<file path="src/hdl/dmrb_cfg.svh">
/*
 * register numbers, field positions, reset values and timing counts
 * of the drive monitor register bank.
 * assumes it is included by bare name wherever these are needed.
 */
`ifndef DMRB_CFG_SVH
`define DMRB_CFG_SVH

// register numbers seen by the master
`define DMRB_ADDR_RUN_STATUS 16'h0020
`define DMRB_ADDR_FAULT_FLAGS 16'h0021
`define DMRB_ADDR_LINK_STATUS 16'h0022
`define DMRB_ADDR_FREQ_REF 16'h0023
`define DMRB_ADDR_OUT_FREQ 16'h0024
`define DMRB_ADDR_OUT_VOLT_REF 16'h0025
`define DMRB_ADDR_OUT_CURRENT 16'h0026
`define DMRB_ADDR_OUT_POWER 16'h0027
`define DMRB_ADDR_TORQUE_REF 16'h0028

// drive_run_status fields
`define DMRB_RUN_BIT_RUNNING 0
`define DMRB_RUN_BIT_REVERSE 1
`define DMRB_RUN_BIT_STARTED 2
`define DMRB_RUN_BIT_FAULT 3
`define DMRB_RUN_BIT_SET_ERR 4
`define DMRB_RUN_BIT_RELAY_LO 5
`define DMRB_RUN_BIT_PHOTO_LO 8

// fault_category_flags fields
`define DMRB_FLT_OVERCURRENT 0
`define DMRB_FLT_BUS_HIGH 1
`define DMRB_FLT_DRIVE_OVERLOAD 2
`define DMRB_FLT_OVERHEAT 3
`define DMRB_FLT_BRAKE 4
`define DMRB_FLT_FUSE 5
`define DMRB_FLT_PID_LOST 6
`define DMRB_FLT_EXTERNAL 7
`define DMRB_FLT_HARDWARE 8
`define DMRB_FLT_MOTOR_LOAD 9
`define DMRB_FLT_SPEED 10
`define DMRB_FLT_BUS_LOW 11
`define DMRB_FLT_SUPPLY 12
`define DMRB_FLT_PHASE_OPEN 13
`define DMRB_FLT_SERIAL 14
`define DMRB_FLT_KEYPAD 15

// link_write_status fields
`define DMRB_LINK_BIT_STORING 0
`define DMRB_LINK_BIT_LIMIT 3
`define DMRB_LINK_BIT_INTEGRITY 4

`define DMRB_RESET_WORD 16'h0000

// measured value refresh
`define DMRB_CLK_NS 50
`define DMRB_SAMPLE_NS 1000
`define DMRB_SAMPLE_CYC (`DMRB_SAMPLE_NS / `DMRB_CLK_NS)
`define DMRB_SAMPLE_CNT_W 5

`endif

</file>
<file path="src/hdl/dmrb_pkg.sv">
/*
 * types shared by the drive monitor register bank.
 * assumes nothing beyond a sv compiler.
 */
package dmrb_pkg;

  typedef logic [15:0] dmrb_word_t;

  typedef struct packed {
    logic overcurrent;
    logic ground_leak;
    logic bus_high;
    logic drive_overload;
    logic hot_one;
    logic hot_two;
    logic brake_transistor;
    logic brake_resistor;
    logic fuse_open;
    logic pid_lost;
    logic external;
    logic external_link;
    logic hardware;
    logic motor_overload;
    logic overtorque_one;
    logic overtorque_two;
    logic encoder_break;
    logic overspeed;
    logic speed_error;
    logic bus_low;
    logic main_undervolt;
    logic control_supply;
    logic inrush;
    logic power_loss;
    logic out_phase_loss;
    logic in_phase_loss;
    logic serial_error;
    logic keypad_off;
  } dmrb_trip_s;

  typedef enum logic [1:0] {
    DMRB_RD_IDLE = 2'b00,
    DMRB_RD_ANSWER = 2'b01
  } dmrb_rd_state_e;

endpackage

</file>
<file path="src/hdl/dmrb_fault_if.sv">
/*
 * carrier between the bank top and its fault category mapper.
 * assumes both ends run on the same clock.
 */
`timescale 1ns/100ps
interface dmrb_fault_if;
  dmrb_pkg::dmrb_trip_s trip;
  dmrb_pkg::dmrb_word_t category;
  modport mapper (input trip, output category);
  modport owner (output trip, input category);
endinterface

</file>
<file path="src/hdl/dmrb_fault_map.sv">
/*
 * folds individual trip sources into the sixteen fault categories.
 * assumes sources are same-clock logic levels; purely combinational.
 */
`timescale 1ns/100ps
`include "dmrb_cfg.svh"
module dmrb_fault_map (
  dmrb_fault_if.mapper flt
);

  always_comb begin
    flt.category = `DMRB_RESET_WORD;
    flt.category[`DMRB_FLT_OVERCURRENT] = flt.trip.overcurrent | flt.trip.ground_leak;
    flt.category[`DMRB_FLT_BUS_HIGH] = flt.trip.bus_high;
    flt.category[`DMRB_FLT_DRIVE_OVERLOAD] = flt.trip.drive_overload;
    flt.category[`DMRB_FLT_OVERHEAT] = flt.trip.hot_one | flt.trip.hot_two;
    flt.category[`DMRB_FLT_BRAKE] = flt.trip.brake_transistor | flt.trip.brake_resistor;
    flt.category[`DMRB_FLT_FUSE] = flt.trip.fuse_open;
    flt.category[`DMRB_FLT_PID_LOST] = flt.trip.pid_lost;
    flt.category[`DMRB_FLT_EXTERNAL] = flt.trip.external | flt.trip.external_link;
    flt.category[`DMRB_FLT_HARDWARE] = flt.trip.hardware;
    flt.category[`DMRB_FLT_MOTOR_LOAD] = flt.trip.motor_overload | flt.trip.overtorque_one
      | flt.trip.overtorque_two;
    flt.category[`DMRB_FLT_SPEED] = flt.trip.encoder_break | flt.trip.overspeed
      | flt.trip.speed_error;
    flt.category[`DMRB_FLT_BUS_LOW] = flt.trip.bus_low;
    flt.category[`DMRB_FLT_SUPPLY] = flt.trip.main_undervolt | flt.trip.control_supply
      | flt.trip.inrush | flt.trip.power_loss;
    flt.category[`DMRB_FLT_PHASE_OPEN] = flt.trip.out_phase_loss | flt.trip.in_phase_loss;
    flt.category[`DMRB_FLT_SERIAL] = flt.trip.serial_error;
    flt.category[`DMRB_FLT_KEYPAD] = flt.trip.keypad_off;
  end

endmodule // dmrb_fault_map

</file>
<file path="src/hdl/dmrb_top.sv">
/*
 * read-only monitor register bank of the drive's serial register port:
 * three status words and six measured values, read by register number.
 * assumes every input is logic on clk_sys_i; the master decodes frames
 * and crc elsewhere and hands over bare register reads and writes.
 */
`timescale 1ns/100ps
`include "dmrb_cfg.svh"

// Contract
// - every monitor word is read-only; reads return content, writes change nothing.
// - status bit 0 is 1 while the output runs and 0 while stopped.
// - status bit 1 is 1 in reverse rotation and 0 in forward rotation.
// - status bit 2 is 1 once startup has finished and 0 before that.
// - status bit 3 shows any fault present, bit 4 a data setting error.
// - status bits 5 to 7 mirror the relay outputs, bits 8 and 9 the photocouplers.
// - fault bits 0 to 5 carry overcurrent, overvoltage, overload, heat, brake, fuse.
// - fault bits 6 to A carry pid loss, external, hardware, motor load, speed faults.
// - fault bits B to F carry undervoltage, supply, phase, serial and keypad faults.
// - link bit 0 shows a store in progress, bit 3 a limit error, bit 4 an integrity error.
// - values at 0023H to 0028H are freq ref, out freq, volt ref, current, power, torque.
module dmrb_top (
  input wire logic clk_sys_i,
  input wire logic rst_n_i,
  input wire logic run_active_i,
  input wire logic dir_reverse_i,
  input wire logic startup_done_i,
  input wire logic setting_error_i,
  input wire logic [2:0] relay_out_i,
  input wire logic [1:0] photo_out_i,
  input wire logic overcurrent_trip_i,
  input wire logic ground_leak_trip_i,
  input wire logic bus_high_voltage_trip_i,
  input wire logic drive_overload_trip_i,
  input wire logic heatsink_hot_trip_one_i,
  input wire logic heatsink_hot_trip_two_i,
  input wire logic brake_transistor_trip_i,
  input wire logic brake_resistor_hot_i,
  input wire logic fuse_open_trip_i,
  input wire logic pid_feedback_lost_i,
  input wire logic external_trip_i,
  input wire logic external_trip_via_link_i,
  input wire logic hardware_trip_i,
  input wire logic motor_overload_trip_i,
  input wire logic overtorque_one_trip_i,
  input wire logic overtorque_two_trip_i,
  input wire logic encoder_wire_break_i,
  input wire logic overspeed_trip_i,
  input wire logic speed_error_trip_i,
  input wire logic bus_low_voltage_trip_i,
  input wire logic main_undervolt_trip_i,
  input wire logic control_supply_fault_i,
  input wire logic inrush_circuit_fault_i,
  input wire logic power_loss_i,
  input wire logic output_phase_loss_i,
  input wire logic input_phase_loss_i,
  input wire logic serial_comm_error_i,
  input wire logic keypad_unplugged_i,
  input wire logic fault_reset_i,
  input wire logic store_busy_i,
  input wire logic write_start_i,
  input wire logic limit_error_i,
  input wire logic integrity_error_i,
  input wire logic [15:0] freq_ref_monitor_i,
  input wire logic [15:0] out_freq_monitor_i,
  input wire logic [15:0] out_volt_ref_monitor_i,
  input wire logic [15:0] out_current_monitor_i,
  input wire logic [15:0] out_power_monitor_i,
  input wire logic [15:0] torque_ref_monitor_i,
  input wire logic rd_req_i,
  input wire logic [15:0] rd_addr_i,
  input wire logic wr_req_i,
  input wire logic [15:0] wr_addr_i,
  output logic rd_valid_o,
  output logic [15:0] rd_data_o,
  output logic rd_addr_err_o,
  output logic wr_refused_o
);

  localparam logic [`DMRB_SAMPLE_CNT_W-1:0] SAMPLE_LAST =
    `DMRB_SAMPLE_CNT_W'(`DMRB_SAMPLE_CYC - 1);

  dmrb_fault_if flt ();

  dmrb_pkg::dmrb_word_t drive_run_status;
  dmrb_pkg::dmrb_word_t fault_category_flags;
  dmrb_pkg::dmrb_word_t link_write_status;
  dmrb_pkg::dmrb_word_t frequency_reference_value;
  dmrb_pkg::dmrb_word_t output_frequency_value;
  dmrb_pkg::dmrb_word_t output_voltage_ref_value;
  dmrb_pkg::dmrb_word_t output_current_value;
  dmrb_pkg::dmrb_word_t output_power_value;
  dmrb_pkg::dmrb_word_t torque_reference_value;
  dmrb_pkg::dmrb_word_t next_fault_flags;
  dmrb_pkg::dmrb_word_t next_run_status;
  dmrb_pkg::dmrb_word_t next_rd_data;
  dmrb_pkg::dmrb_rd_state_e rd_state;
  dmrb_pkg::dmrb_rd_state_e next_rd_state;
  logic [`DMRB_SAMPLE_CNT_W-1:0] sample_cnt;
  logic sample_en;
  logic limit_flag;
  logic integrity_flag;
  logic rd_mapped;

  // one decode serves both the read mux check and the write refusal
  function automatic logic is_monitor_addr(input logic [15:0] addr);
    is_monitor_addr = (addr >= `DMRB_ADDR_RUN_STATUS) && (addr <= `DMRB_ADDR_TORQUE_REF);
  endfunction

  assign rd_mapped = is_monitor_addr(rd_addr_i);

  always_comb begin
    flt.trip.overcurrent = overcurrent_trip_i;
    flt.trip.ground_leak = ground_leak_trip_i;
    flt.trip.bus_high = bus_high_voltage_trip_i;
    flt.trip.drive_overload = drive_overload_trip_i;
    flt.trip.hot_one = heatsink_hot_trip_one_i;
    flt.trip.hot_two = heatsink_hot_trip_two_i;
    flt.trip.brake_transistor = brake_transistor_trip_i;
    flt.trip.brake_resistor = brake_resistor_hot_i;
    flt.trip.fuse_open = fuse_open_trip_i;
    flt.trip.pid_lost = pid_feedback_lost_i;
    flt.trip.external = external_trip_i;
    flt.trip.external_link = external_trip_via_link_i;
    flt.trip.hardware = hardware_trip_i;
    flt.trip.motor_overload = motor_overload_trip_i;
    flt.trip.overtorque_one = overtorque_one_trip_i;
    flt.trip.overtorque_two = overtorque_two_trip_i;
    flt.trip.encoder_break = encoder_wire_break_i;
    flt.trip.overspeed = overspeed_trip_i;
    flt.trip.speed_error = speed_error_trip_i;
    flt.trip.bus_low = bus_low_voltage_trip_i;
    flt.trip.main_undervolt = main_undervolt_trip_i;
    flt.trip.control_supply = control_supply_fault_i;
    flt.trip.inrush = inrush_circuit_fault_i;
    flt.trip.power_loss = power_loss_i;
    flt.trip.out_phase_loss = output_phase_loss_i;
    flt.trip.in_phase_loss = input_phase_loss_i;
    flt.trip.serial_error = serial_comm_error_i;
    flt.trip.keypad_off = keypad_unplugged_i;
  end

  dmrb_fault_map u_fault_map (
    .flt (flt.mapper)
  );

  // fault categories stay latched until reset; a live trip wins over the reset
  always_comb begin
    next_fault_flags = fault_category_flags;
    if (fault_reset_i) begin
      next_fault_flags = `DMRB_RESET_WORD;
    end
    next_fault_flags = next_fault_flags | flt.category;
  end

  always_ff @(posedge clk_sys_i or negedge rst_n_i) begin
    if (!rst_n_i) begin
      fault_category_flags <= `DMRB_RESET_WORD;
    end else begin
      fault_category_flags <= next_fault_flags;
    end
  end

  // status word; unassigned positions stay zero
  always_comb begin
    next_run_status = `DMRB_RESET_WORD;
    next_run_status[`DMRB_RUN_BIT_RUNNING] = run_active_i;
    next_run_status[`DMRB_RUN_BIT_REVERSE] = dir_reverse_i;
    next_run_status[`DMRB_RUN_BIT_STARTED] = startup_done_i;
    next_run_status[`DMRB_RUN_BIT_FAULT] = |next_fault_flags;
    next_run_status[`DMRB_RUN_BIT_SET_ERR] = setting_error_i;
    next_run_status[`DMRB_RUN_BIT_RELAY_LO +: 3] = relay_out_i;
    next_run_status[`DMRB_RUN_BIT_PHOTO_LO +: 2] = photo_out_i;
  end

  always_ff @(posedge clk_sys_i or negedge rst_n_i) begin
    if (!rst_n_i) begin
      drive_run_status <= `DMRB_RESET_WORD;
    end else begin
      drive_run_status <= next_run_status;
    end
  end

  // link error flags hold until the next write begins; a new error wins
  always_ff @(posedge clk_sys_i or negedge rst_n_i) begin
    if (!rst_n_i) begin
      limit_flag <= 1'b0;
    end else if (limit_error_i) begin
      limit_flag <= 1'b1;
    end else if (write_start_i) begin
      limit_flag <= 1'b0;
    end
  end

  always_ff @(posedge clk_sys_i or negedge rst_n_i) begin
    if (!rst_n_i) begin
      integrity_flag <= 1'b0;
    end else if (integrity_error_i) begin
      integrity_flag <= 1'b1;
    end else if (write_start_i) begin
      integrity_flag <= 1'b0;
    end
  end

  always_ff @(posedge clk_sys_i or negedge rst_n_i) begin
    if (!rst_n_i) begin
      link_write_status <= `DMRB_RESET_WORD;
    end else begin
      link_write_status <= `DMRB_RESET_WORD;
      link_write_status[`DMRB_LINK_BIT_STORING] <= store_busy_i;
      link_write_status[`DMRB_LINK_BIT_LIMIT] <= limit_flag | limit_error_i;
      link_write_status[`DMRB_LINK_BIT_INTEGRITY] <= integrity_flag | integrity_error_i;
    end
  end

  // refresh divider: measured values move together so a poll sees one set
  always_ff @(posedge clk_sys_i or negedge rst_n_i) begin
    if (!rst_n_i) begin
      sample_cnt <= '0;
    end else if (sample_cnt == SAMPLE_LAST) begin
      sample_cnt <= '0;
    end else begin
      sample_cnt <= sample_cnt + `DMRB_SAMPLE_CNT_W'(1);
    end
  end

  assign sample_en = (sample_cnt == SAMPLE_LAST);

  always_ff @(posedge clk_sys_i or negedge rst_n_i) begin
    if (!rst_n_i) begin
      frequency_reference_value <= `DMRB_RESET_WORD;
      output_frequency_value <= `DMRB_RESET_WORD;
      output_voltage_ref_value <= `DMRB_RESET_WORD;
      output_current_value <= `DMRB_RESET_WORD;
      output_power_value <= `DMRB_RESET_WORD;
      torque_reference_value <= `DMRB_RESET_WORD;
    end else if (sample_en) begin
      frequency_reference_value <= freq_ref_monitor_i;
      output_frequency_value <= out_freq_monitor_i;
      output_voltage_ref_value <= out_volt_ref_monitor_i;
      output_current_value <= out_current_monitor_i;
      output_power_value <= out_power_monitor_i;
      torque_reference_value <= torque_ref_monitor_i;
    end
  end

  // read mux; unmapped numbers answer zero plus an address error
  always_comb begin
    case (rd_addr_i)
      `DMRB_ADDR_RUN_STATUS: next_rd_data = drive_run_status;
      `DMRB_ADDR_FAULT_FLAGS: next_rd_data = fault_category_flags;
      `DMRB_ADDR_LINK_STATUS: next_rd_data = link_write_status;
      `DMRB_ADDR_FREQ_REF: next_rd_data = frequency_reference_value;
      `DMRB_ADDR_OUT_FREQ: next_rd_data = output_frequency_value;
      `DMRB_ADDR_OUT_VOLT_REF: next_rd_data = output_voltage_ref_value;
      `DMRB_ADDR_OUT_CURRENT: next_rd_data = output_current_value;
      `DMRB_ADDR_OUT_POWER: next_rd_data = output_power_value;
      `DMRB_ADDR_TORQUE_REF: next_rd_data = torque_reference_value;
      default: next_rd_data = `DMRB_RESET_WORD;
    endcase
  end

  always_comb begin
    case (rd_state)
      dmrb_pkg::DMRB_RD_IDLE: begin
        next_rd_state = rd_req_i ? dmrb_pkg::DMRB_RD_ANSWER : dmrb_pkg::DMRB_RD_IDLE;
      end
      dmrb_pkg::DMRB_RD_ANSWER: begin
        next_rd_state = rd_req_i ? dmrb_pkg::DMRB_RD_ANSWER : dmrb_pkg::DMRB_RD_IDLE;
      end
      default: begin
        next_rd_state = dmrb_pkg::DMRB_RD_IDLE;
      end
    endcase
  end

  always_ff @(posedge clk_sys_i or negedge rst_n_i) begin
    if (!rst_n_i) begin
      rd_state <= dmrb_pkg::DMRB_RD_IDLE;
    end else begin
      rd_state <= next_rd_state;
    end
  end

  // data held after the answer so a slow master may sample late
  always_ff @(posedge clk_sys_i or negedge rst_n_i) begin
    if (!rst_n_i) begin
      rd_data_o <= `DMRB_RESET_WORD;
      rd_addr_err_o <= 1'b0;
    end else if (rd_req_i) begin
      rd_data_o <= next_rd_data;
      rd_addr_err_o <= !rd_mapped;
    end
  end

  assign rd_valid_o = (rd_state == dmrb_pkg::DMRB_RD_ANSWER);

  // a write to a monitor word is only acknowledged as refused
  always_ff @(posedge clk_sys_i or negedge rst_n_i) begin
    if (!rst_n_i) begin
      wr_refused_o <= 1'b0;
    end else begin
      wr_refused_o <= wr_req_i && is_monitor_addr(wr_addr_i);
    end
  end

endmodule // dmrb_top

</file>
<file path="config.mk">
export PLATFORM = sky130hd
export DESIGN_NAME = dmrb_top
export DESIGN_NICKNAME = d
export VERILOG_FILES = /design/src/hdl/dmrb_pkg.sv /design/src/hdl/dmrb_fault_if.sv /design/src/hdl/dmrb_fault_map.sv /design/src/hdl/dmrb_top.sv
export VERILOG_INCLUDE_DIRS = /design/src /design/src/hdl
export SDC_FILE = /design/constraint.sdc
export NUM_CORES = 1
export LEC_CHECK = 0
export ABC_AREA = 1
export BUFFER_PORTS_ARGS = -buffer_cell sky130_fd_sc_hd__buf_2
export CORE_UTILIZATION = 40
export DETAILED_ROUTE_END_ITERATION = 12
export PLACE_DENSITY_LB_ADDON = 0.3
export SETUP_SLACK_MARGIN = 0.2
export SYNTH_ARGS = -nofsm -noshare
export SYNTH_HDL_FRONTEND = slang
export SYNTH_SLANG_ARGS = --single-unit
export TNS_END_PERCENT = 50
</file>
<file path="constraint.sdc">
create_clock -name clk_sys_i -period 4.1 [get_ports clk_sys_i]
set_input_delay 0.82 -clock clk_sys_i [delete_from_list [all_inputs] [get_ports clk_sys_i]]
set_output_delay 0.82 -clock clk_sys_i [all_outputs]
set_load 0.01 [all_outputs]
</file>
==> results.md, run 1 <==
- Status: completed
- Fmax: 416 MHz
- Vias/cell: 4.96
- Final antenna-violating net count: 0
- Kind of critical path: input pin to flop
- Seq/Total Area, Yosys: 54.3%
- Fin Clk Skew: 0.00911 ns
- Largest net degree at the start of global routing: 125
- Port bufs: 192
- First-pass GRT wire length: 31900 um
- Commonest non-fill, non-tap cells in the layout: nand2_1 (358), buf_2 (191), dfrtp_1 (151)
- Initial Util: 41.5%
- RSZ-0062 raised after global routing: false
- Leak: 4.58 nW
- TritonCTS clock tree: yes
- Syn Std Cell Area: 0.00696 mm^2
- Number of hold buffers added after cts: 0
- Multi-input gate area: 0.00277 mm^2
- Final Hold Fails: 0
- Syn Area/Cell: 7.91 um^2
- Worst setup EP type: flop
- Initial antenna violation count: 0
- Area grow syn2layout: 24.2%
- Vias: 6399
- Slew @ Worst Pin: 1.14 ns
- Register bit total from synthesis: 151
- 1st-iter DRT viols: 502
- All-Layer GR Usage: 23.7%
- Post-CTS Resized: 0
- WP data required: 4.47 ns
- Clk_lat worst skew: 0.43 ns
- CTS Buf Count: 17
- Die ar.: 0.0179 mm^2
- Yosys cell types: 32
- CTS H-tree depth: 4
- Number of global-route vias before repair: 6092
- Core Util, Final: 51.5%
- Core ar.: 0.0168 mm^2
- Congestion Overflow GR: 0
- Most common cell after layout, fill and taps aside: nand2_1
- Mux cell area share after synthesis: 0%
- Crit start category: input pin
- RePlAce Congestion: 0.848
- Detailed placement HPWL: 14800 um
- Final setup violation count: 0
- Die Y: 134 um
- Clock Tree Buf Depth: 2
- Simple-Gate Fraction of Synth Area: 34.0%
- I/O Pins: 193
- DRC: 0
- Setup_tns: 0 ns
- Final setup margin: 1.69 ns
- HP Class: flop to flop
- Compound-Gate Fraction of Synth Area: 5.23%
- Reg area: 0.00378 mm^2
- Routed len/inst: 15.7 um
- Final Cycle Share: 58.7%
- Synth Area in XOR/XNOR: 0.252%
- DRT Pass-1 Iters: 5
- Worst relative slew slack: 23.9%
- YS warnings: 0
- Post-place setup slack: 1.28 ns
- Die width: 134 um
- Filler Cell Count: 1612
- VDD IR-drop max: 282 uV
- Clock Sinks: 151
- Tmin final: 2.41 ns
- Detailed Route WL: 20200 um
- Fraction of the mapped netlist area in adder cells: 0.180%
- Post-Synthesis Cells: 880
- Clock-pin slew on the worst setup and hold paths: 0.06 ns
- Root Buffer: clkbuf_16
- Largest family of logic cells by synthesized area: simple AND/OR/NAND/NOR gates
- Crit path DAT: 2.77 ns
- FP Rows: 47
- Antenna cell count: 0
- Slew Viols, Final: 0
- Maxcap violations: 0
- Pwr Density: 386 mW/mm^2
- Syn_nets: 1055
- Post CTS Setup Buffer Count: 0
- Layout Nets: 1233
- Max FO, Critical Path: 11
- Share of layout cells above drive strength 1: 23.1%
## final cells by class
cell class | instances | area share (%)
clock buffer | 22 | 5.49
clock inverter | 9 | 1.16
inverter | 57 | 2.48
multi-input combinational | 634 | 32.0
sequential | 151 | 43.7
tap | 220 | 3.19
timing repair buffer | 197 | 11.9
## cell families (layout without fill, tap and decap cells)
kind of cell / count (synthesis) / after routing
AO/OA/AOI/OAI: 70 / 70
flip-flops: 151 / 151
adder cells (fa/ha/maj): 1 / 1
XOR/XNOR: 2 / 2
buffers and inverters: 95 / 285
AND/OR/NAND/NOR: 561 / 561
## worst paths after layout
path,end,startpoint,depth (start not counted),slack (ns)
max,rd_data_o[15]$_DFFE_PN0P_,rd_addr_i[7],10,1.69
min,link_write_status[4]$_DFF_PN0_,integrity_flag$_DFFE_PN0P_,2,0.45
max reg2reg,output_voltage_ref_value[13]$_DFFE_PN0N_,sample_cnt[0]$_DFF_PN0_,6,1.93
min reg2reg,link_write_status[4]$_DFF_PN0_,integrity_flag$_DFFE_PN0P_,2,0.45
max in group asynchronous,output_power_value[6]$_DFFE_PN0N_,rst_n_i,2,2.83
min in group asynchronous,integrity_flag$_DFFE_PN0P_,rst_n_i,1,0.47
## synthesized netlist by cell type (all sizes together)
cell    number  area share (%)
nand2      362              20
dfrtp      151              54
nand3      101             7.3
nor2        84             5.7
o21ai       58             4.2
inv         55             3.0
buf         24             2.2
clkbuf      14            0.76
a21oi        6            0.43
nor3         5            0.36
nor4         4            0.36
o21bai       3            0.32
a21o         2            0.22
clkinv       2            0.11
a31oi        1           0.090
and3b        1            0.13
ha           1            0.18
nand3b       1            0.11
nand4        1           0.090
or2          1           0.090
or3          1           0.090
xnor2        1            0.13
xor2         1            0.13
## per-layer routing
layer	vias to the layer above	routed length, um	track usage [%]
met2	289	9040	36.3
met1	2948	9080	32.7
met3	29	1720	5.71
li1	3133	-	-
met5	-	0	0
met4	0	359	8.08
## flip-flops by register name, summed over array words and instances (netlist names), 3 cells and up
| register | flops |
|---|---|
| output_frequency_value | 16 |
| link_write_status | 3 |
| fault_category_flags | 16 |
| output_power_value | 16 |
| frequency_reference_value | 16 |
| output_voltage_ref_value | 16 |
| torque_reference_value | 16 |
| output_current_value | 16 |
| drive_run_status | 10 |
| rd_data_o | 16 |
| sample_cnt | 5 |
## power breakdown
group	internal (mW)	leakage [nW]	switching, mW
registers	1.56	1.77	0.0354
clock network	0.934	0.282	0.592
logic	0.0921	2.53	0.123
total	2.58	4.58	0.750
## worst max-delay path, cell delays in order
cell and delay, ns:
buf_2 0.12, nor2_4 0.15, nand2_4 0.16, nor2_1 0.72
nand2_1 0.33, nor2_1 0.22, nor2_1 0.07, nand2_1 0.06
nand2_1 0.04, nand2_1 0.06
## metrics by stage
stage | hold slack (ns) | instance area (um^2) | std cells | power [mW]
6_report | 0.451 | 8640 | 1290 | 3.33
5_1_grt | 0.486 | 8640 | 1290 | 3.45
4_1_cts | 0.456 | 8640 | 1290 | 3.35
3_5_place_dp | 0.445 | 8060 | 1259 | 1.83
3_3_place_gp | 0.440 | 8060 | 1259 | 1.83
2_1_floorplan | 0.418 | 6960 | 880 | 1.68
(Power assumes the default switching activity.)
==> run 2: changes to the inputs <==
clock period = 2.34 ns   (was 4.1 ns; I/O delays follow)
==> results.md, run 2 (synthesis gave the netlist of run 1 again) <==
- RePlAce Congestion: 0.889 (was 0.848)
- FP Rows: 47 (unchanged)
- HP Class: input pin to flop (was flop to flop)
- Slew @ Worst Pin: 0.636 ns (was 1.14 ns)
- Crit. path cell count: 8 (was 10)
- Detailed Route WL: 20500 um (was 20200 um)
- CTS H-tree depth: 4 (unchanged)
- Maxcap violations: 0 (unchanged)
- Kind of critical path: flop to flop (was input pin to flop)
- Slew Viols, Final: 0 (unchanged)
- Worst relative slew slack: 57.3% (was 23.9%)
- First-pass GRT wire length: 32500 um (was 31900 um)
- Post-CTS Resized: 0 (unchanged)
- WP data required: 2.65 ns (was 4.47 ns)
- Number of hold buffers added after cts: 1 (was 0)
- Detailed placement HPWL: 15200 um (was 14800 um)
- Status: completed (unchanged)
- Post-place setup slack: 0.449 ns (was 1.28 ns)
- Setup_tns: 0 ns (unchanged)
- Pwr Density: 690 mW/mm^2 (was 386 mW/mm^2)
- Post CTS Setup Buffer Count: 0 (unchanged)
- Gr busiest metal: met2 (unchanged)
- Die ar.: 0.0179 mm^2 (unchanged)
- Clock Sinks: 151 (unchanged)
- Crit. Startpoint: sample_cnt[0]$_DFF_PN0_ (was rd_addr_i[7])
- TritonCTS clock tree: yes (unchanged)
- Clock-pin slew on the worst setup and hold paths: 0.06 ns (about the same)
- Fin Clk Skew: 0.00912 ns (was 0.00911 ns)
- Final Cycle Share: 77.1%
- Crit path largest cell delay: 0.37 ns (was 0.72 ns)
- Port bufs: 192 (unchanged)
- Worst hold start: dir_reverse_i (was integrity_flag$_DFFE_PN0P_)
- GR Util met2: 35.9% (was 36.3%)
- CTS Buf Count: 17 (unchanged)
- Commonest non-fill, non-tap cells in the layout: nand2_1 (358), buf_2 (191), dfrtp_1 (151) (unchanged)
- Root Buffer: clkbuf_16 (unchanged)
- Tmin final: 1.81 ns
- Final setup margin: 0.535 ns (was 1.69 ns)
- DRT Pass-1 Iters: 5 (unchanged)
- Final Hold Fails: 0 (unchanged)
- Worst R2R End: output_voltage_ref_value[5]$_DFFE_PN0N_ (was output_voltage_ref_value[13]$_DFFE_PN0N_)
- Number of global-route vias before repair: 6221 (was 6092)
- Congestion Overflow GR: 0 (unchanged)
- Routed len/inst: 15.8 um (was 15.7 um)
- GRT met1 Usage: 34.0% (was 32.7%)
- Hold Path End: drive_run_status[1]$_DFF_PN0_ (was link_write_status[4]$_DFF_PN0_)
- DRC: 0 (unchanged)
- Final antenna-violating net count: 0 (unchanged)
- Crit start category: flop (was input pin)
- Core ar.: 0.0168 mm^2 (unchanged)
- Filler Cell Count: 1623 (was 1612)
- Vias: 6369 (was 6399)
- Layout Nets: 1243 (was 1233)
- Clock Tree Buf Depth: 2 (unchanged)
- Cell family with most CP delay: buffers and inverters (was simple AND/OR/NAND/NOR gates)
- 1st-iter DRT viols: 540 (was 502)
- Area grow syn2layout: 26.8% (was 24.2%)
- Fmax: 554 MHz
- I/O Pins: 193 (unchanged)
- RSZ-0062 raised after global routing: false (unchanged)
- Clk_lat worst skew: 0.42 ns (was 0.43 ns)
- Initial antenna violation count: 0 (unchanged)
- Final setup violation count: 0 (unchanged)
- Antenna cell count: 0 (unchanged)
- VDD IR-drop max: 501 uV (was 282 uV)
- Die width: 134 um (unchanged)
- Worst setup EP type: flop (unchanged)
- Met3 GRT Util: 5.63% (was 5.71%)
- Die Y: 134 um (unchanged)
- Critical Path Most Common Cell: nand2_1 (unchanged)
- Leak: 4.67 nW (was 4.58 nW)
- Crit path DAT: 2.11 ns (was 2.77 ns)
- Worst-case reg-to-reg path depth: 8 (was 6)
- All-Layer GR Usage: 23.9% (was 23.7%)
- Buf/Inv on CP: 3 (was 1)
- Worst R2R Setup Slack: 0.53 ns (was 1.93 ns)
- Initial Util: 41.5% (unchanged)
- Share of layout cells above drive strength 1: 23.7% (was 23.1%)
- Max FO, Critical Path: 70 (was 11)
- Vias/cell: 4.90 (was 4.96)
- WHS Path Cells: 1 (was 2)
- CP cell instances: ha_1 > nand2_1 > nor2_4 > buf_4 > inv_2 > buf_12 > nand2_1 > nand2_1 (was buf_2 > nor2_4 > nand2_4 > nor2_1 > nand2_1 > nor2_1 > nor2_1 > nand2_1 > nand2_1 > nand2_1)
- CP max stage cell: dfrtp_1 (was nor2_1)
- Most common cell after layout, fill and taps aside: nand2_1 (unchanged)
- Largest net degree at the start of global routing: 96 (was 125)
- RR Startpoint: sample_cnt[0]$_DFF_PN0_ (unchanged)
-- run 2: metal layers --
| layer | part of all wire (%) | up-vias | routed length [um] |
|---|---|---|---|
| met5 | 0 | - | 0 |
| met2 | 44 | 298 | 8980 |
| met4 | 2.4 | 0 | 484 |
| met3 | 9.2 | 33 | 1890 |
| li1 | - | 3158 | - |
| met1 | 45 | 2880 | 9160 |
-- run 2: final cells by class --
cell class                 count  area (um^2)  area share, %
inverter                      57          214           2.42
clock buffer                  22          464           5.26
tap                          220          275           3.12
sequential                   151         3780           42.8
timing repair buffer         207         1160           13.1
clock inverter                10          168           1.90
multi-input combinational    634         2770           31.4
-- run 2: stage by stage --
step	instance area (um^2)	total power, mW	hold slack (ns)	instances	utilization (%)
2_1_floorplan	6960	2.94	0.172	880	-
3_3_place_gp	8180	3.22	0.422	1268	48.8
3_5_place_dp	8180	3.22	0.425	1268	48.8
4_1_cts	8820	6.13	0.147	1301	52.6
5_1_grt	8820	6.30	0.148	1301	52.6
6_report	8820	6.09	0.154	1301	52.6
-- run 2: worst max path at each step --
| stage | end | slack [ns] |
|---|---|---|
| 2_1_floorplan | rd_data_o[12]$_DFFE_PN0P_ | 0.87 |
| 3_3_place_gp | rd_data_o[12]$_DFFE_PN0P_ | 0.44 |
| 3_5_place_dp | rd_data_o[12]$_DFFE_PN0P_ | 0.45 |
| 4_1_cts | output_voltage_ref_value[5]$_DFFE_PN0N_ | 0.59 |
| 5_1_grt | frequency_reference_value[0]$_DFFE_PN0N_ | 0.43 |
| 6_report | output_voltage_ref_value[5]$_DFFE_PN0N_ | 0.53 |
-- run 2: where the power goes --
part | total, mW | internal (mW) | switching [mW]
logic | 0.388 | 0.168 | 0.220
registers | 2.79 | 2.72 | 0.0641
clock network | 2.91 | 1.85 | 1.07
==> run 3: changes to the inputs <==
clock period = 1.65 ns   (was 2.34 ns; I/O delays follow)
==> results.md, run 3 (synthesis gave the netlist of run 1 again) <==
- Antenna cell count: 0 (unchanged)
- HP Class: input pin to flop (unchanged)
- CTS Buf Count: 17 (unchanged)
- Largest net degree at the start of global routing: 47 (was 96)
- Final Hold Fails: 0 (unchanged)
- Routed len/inst: 15.9 um (was 15.8 um)
- Die width: 134 um (unchanged)
- Tmin final: 1.39 ns (was 1.81 ns)
- Clock Sinks: 151 (unchanged)
- Reg area: 0.00378 mm^2 (unchanged)
- Crit start category: flop (unchanged)
- Filler Cell Count: 1577 (was 1623)
- Worst setup EP type: flop (unchanged)
- DRC: 0 (unchanged)
- Pwr Total: 8.62 mW (was 6.09 mW)
- Final setup violation count: 0 (unchanged)
- FP Rows: 47 (unchanged)
- All-Layer GR Usage: 24.5% (was 23.9%)
- First-pass GRT wire length: 33000 um (was 32500 um)
- Final setup margin: 0.258 ns (was 0.535 ns)
- Multi-input gate area: 0.00278 mm^2 (was 0.00277 mm^2)
- RSZ-0062 raised after global routing: true (was false)
- Pwr Density: 928 mW/mm^2 (was 690 mW/mm^2)
- Final Cycle Share: 84.3% (was 77.1%)
- Leak: 4.91 nW (was 4.67 nW)
- Post-place setup slack: -0.0916 ns (was 0.449 ns)
- Maxcap violations: 0 (unchanged)
- Die Y: 134 um (unchanged)
- Initial antenna violation count: 0 (unchanged)
- Root Buffer: clkbuf_16 (unchanged)
- Clock Tree Buf Depth: 2 (unchanged)
- Area after DPL: 0.00847 mm^2 (was 0.00818 mm^2)
- Post-Layout Cell Count: 1333 (was 1301)
- Fin Clk Skew: 0.00730 ns (was 0.00912 ns)
- VDD IR-drop max: 777 uV (was 501 uV)
- TritonCTS clock tree: yes (unchanged)
- Cells after DPL: 1291 (was 1268)
- Die ar.: 0.0179 mm^2 (unchanged)
- Status: completed (unchanged)
- Congestion Overflow GR: 0 (unchanged)
- Post-Layout Inst Area: 0.00929 mm^2 (was 0.00882 mm^2)
- Commonest non-fill, non-tap cells in the layout: nand2_1 (357), buf_2 (191), dfrtp_1 (151) (was nand2_1 (358), buf_2 (191), dfrtp_1 (151))
- Port bufs: 192 (unchanged)
- Number of global-route vias before repair: 6273 (was 6221)
- 1st-iter DRT viols: 652 (was 540)
- Clock-pin slew on the worst setup and hold paths: 0.07 ns (was 0.06 ns)
- Max FO, Critical Path: 14 (was 70)
- Core ar.: 0.0168 mm^2 (unchanged)
- CTS H-tree depth: 4 (unchanged)
- Crit path DAT: 1.71 ns (was 2.11 ns)
- Layout Nets: 1275 (was 1243)
- Fmax: 719 MHz (was 554 MHz)
- Vias/cell: 4.97 (was 4.90)
- Clk_lat worst skew: 0.43 ns (was 0.42 ns)
- Most common cell after layout, fill and taps aside: nand2_1 (unchanged)
- Slew @ Worst Pin: 0.362 ns (was 0.636 ns)
- Vias: 6622 (was 6369)
- Worst relative slew slack: 75.7% (was 57.3%)
- DRT Pass-1 Iters: 5 (unchanged)
- I/O Pins: 193 (unchanged)
- WP data required: 1.96 ns (was 2.65 ns)
- RePlAce Congestion: 0.864 (was 0.889)
- Final antenna-violating net count: 0 (unchanged)
- Kind of critical path: flop to flop (unchanged)
- Detailed placement HPWL: 15600 um (was 15200 um)
- Area grow syn2layout: 33.5% (was 26.8%)
- Slew Viols, Final: 0 (unchanged)
- Detailed Route WL: 21200 um (was 20500 um)
- Initial Util: 41.5% (unchanged)
- Share of layout cells above drive strength 1: 26.2% (was 23.7%)
[run 3: per-layer routing]
layer	GRT usage, %	wire [um]	vias up
li1	-	-	3222
met1	35.1	9680	3090
met2	37.3	9480	282
met3	4.99	1630	28
met4	7.64	406	0
met5	0	0	-
[run 3: worst paths after layout]
| check | from | cells after the start | slack [ns] | end |
|---|---|---|---|---|
| setup / recovery | sample_cnt[0]$_DFF_PN0_ | 8 | 0.26 | output_power_value[3]$_DFFE_PN0N_ |
| min in group asynchronous | rst_n_i | 2 | 0.34 | rd_state[0]$_DFF_PN0_ |
| hold / removal | store_busy_i | 1 | 0.009 | link_write_status[0]$_DFF_PN0_ |
| max in group asynchronous | rst_n_i | 3 | 0.62 | output_power_value[14]$_DFFE_PN0N_ |
| hold reg to reg | integrity_flag$_DFFE_PN0P_ | 2 | 0.45 | link_write_status[4]$_DFF_PN0_ |
| setup reg to reg | sample_cnt[0]$_DFF_PN0_ | 8 | 0.26 | output_power_value[3]$_DFFE_PN0N_ |
[run 3: final cells by class]
type                            count  share of cell area, %
Clock buffer                       20                   5.02
Tap cell                          220                   2.96
Sequential cell                   151                   40.7
Multi-Input combinational cell    634                   29.9
Inverter                           57                   2.38
Clock inverter                     12                   1.80
Timing Repair Buffer              239                   17.2
[run 3: where the power goes]
part           switching (mW)  internal [mW]  total (mW)
combinational           0.313          0.252       0.565
clock                    1.58           2.52        4.11
sequential             0.0865           3.86        3.95
total                    1.98           6.64        8.62
[run 3: stage by stage]
stage | hold WS [ns] | util [%] | setup TNS, ns
6_report | 0.00855 | 55.4 | 0
5_1_grt | 0.0000141 | 55.4 | 0
4_1_cts | 0.0000782 | 54.8 | 0
3_5_place_dp | 0.241 | 50.5 | -0.235
3_3_place_gp | 0.241 | 50.5 | -0.260
2_1_floorplan | 0.0344 | - | 0
[run 3: critical path, stage by stage (launching register included)]
cell and delay (ns):
dfrtp_1 0.41, ha_4 0.17, nand2_2 0.07, nor2_4 0.11, buf_8 0.15, inv_8 0.08
clkbuf_16 0.17, nand2_1 0.06, nand2_1 0.05
[run 3: timing repair]
item                                   4_1_cts  5_1_grt
resized for setup                            5        6
pin swaps                                    1        3
endpoints found under the hold margin       29        0
setup buffers                                2        2
hold buffers                                 2        0
gates cloned                                 1        3
setup endpoints to repair                   73       98
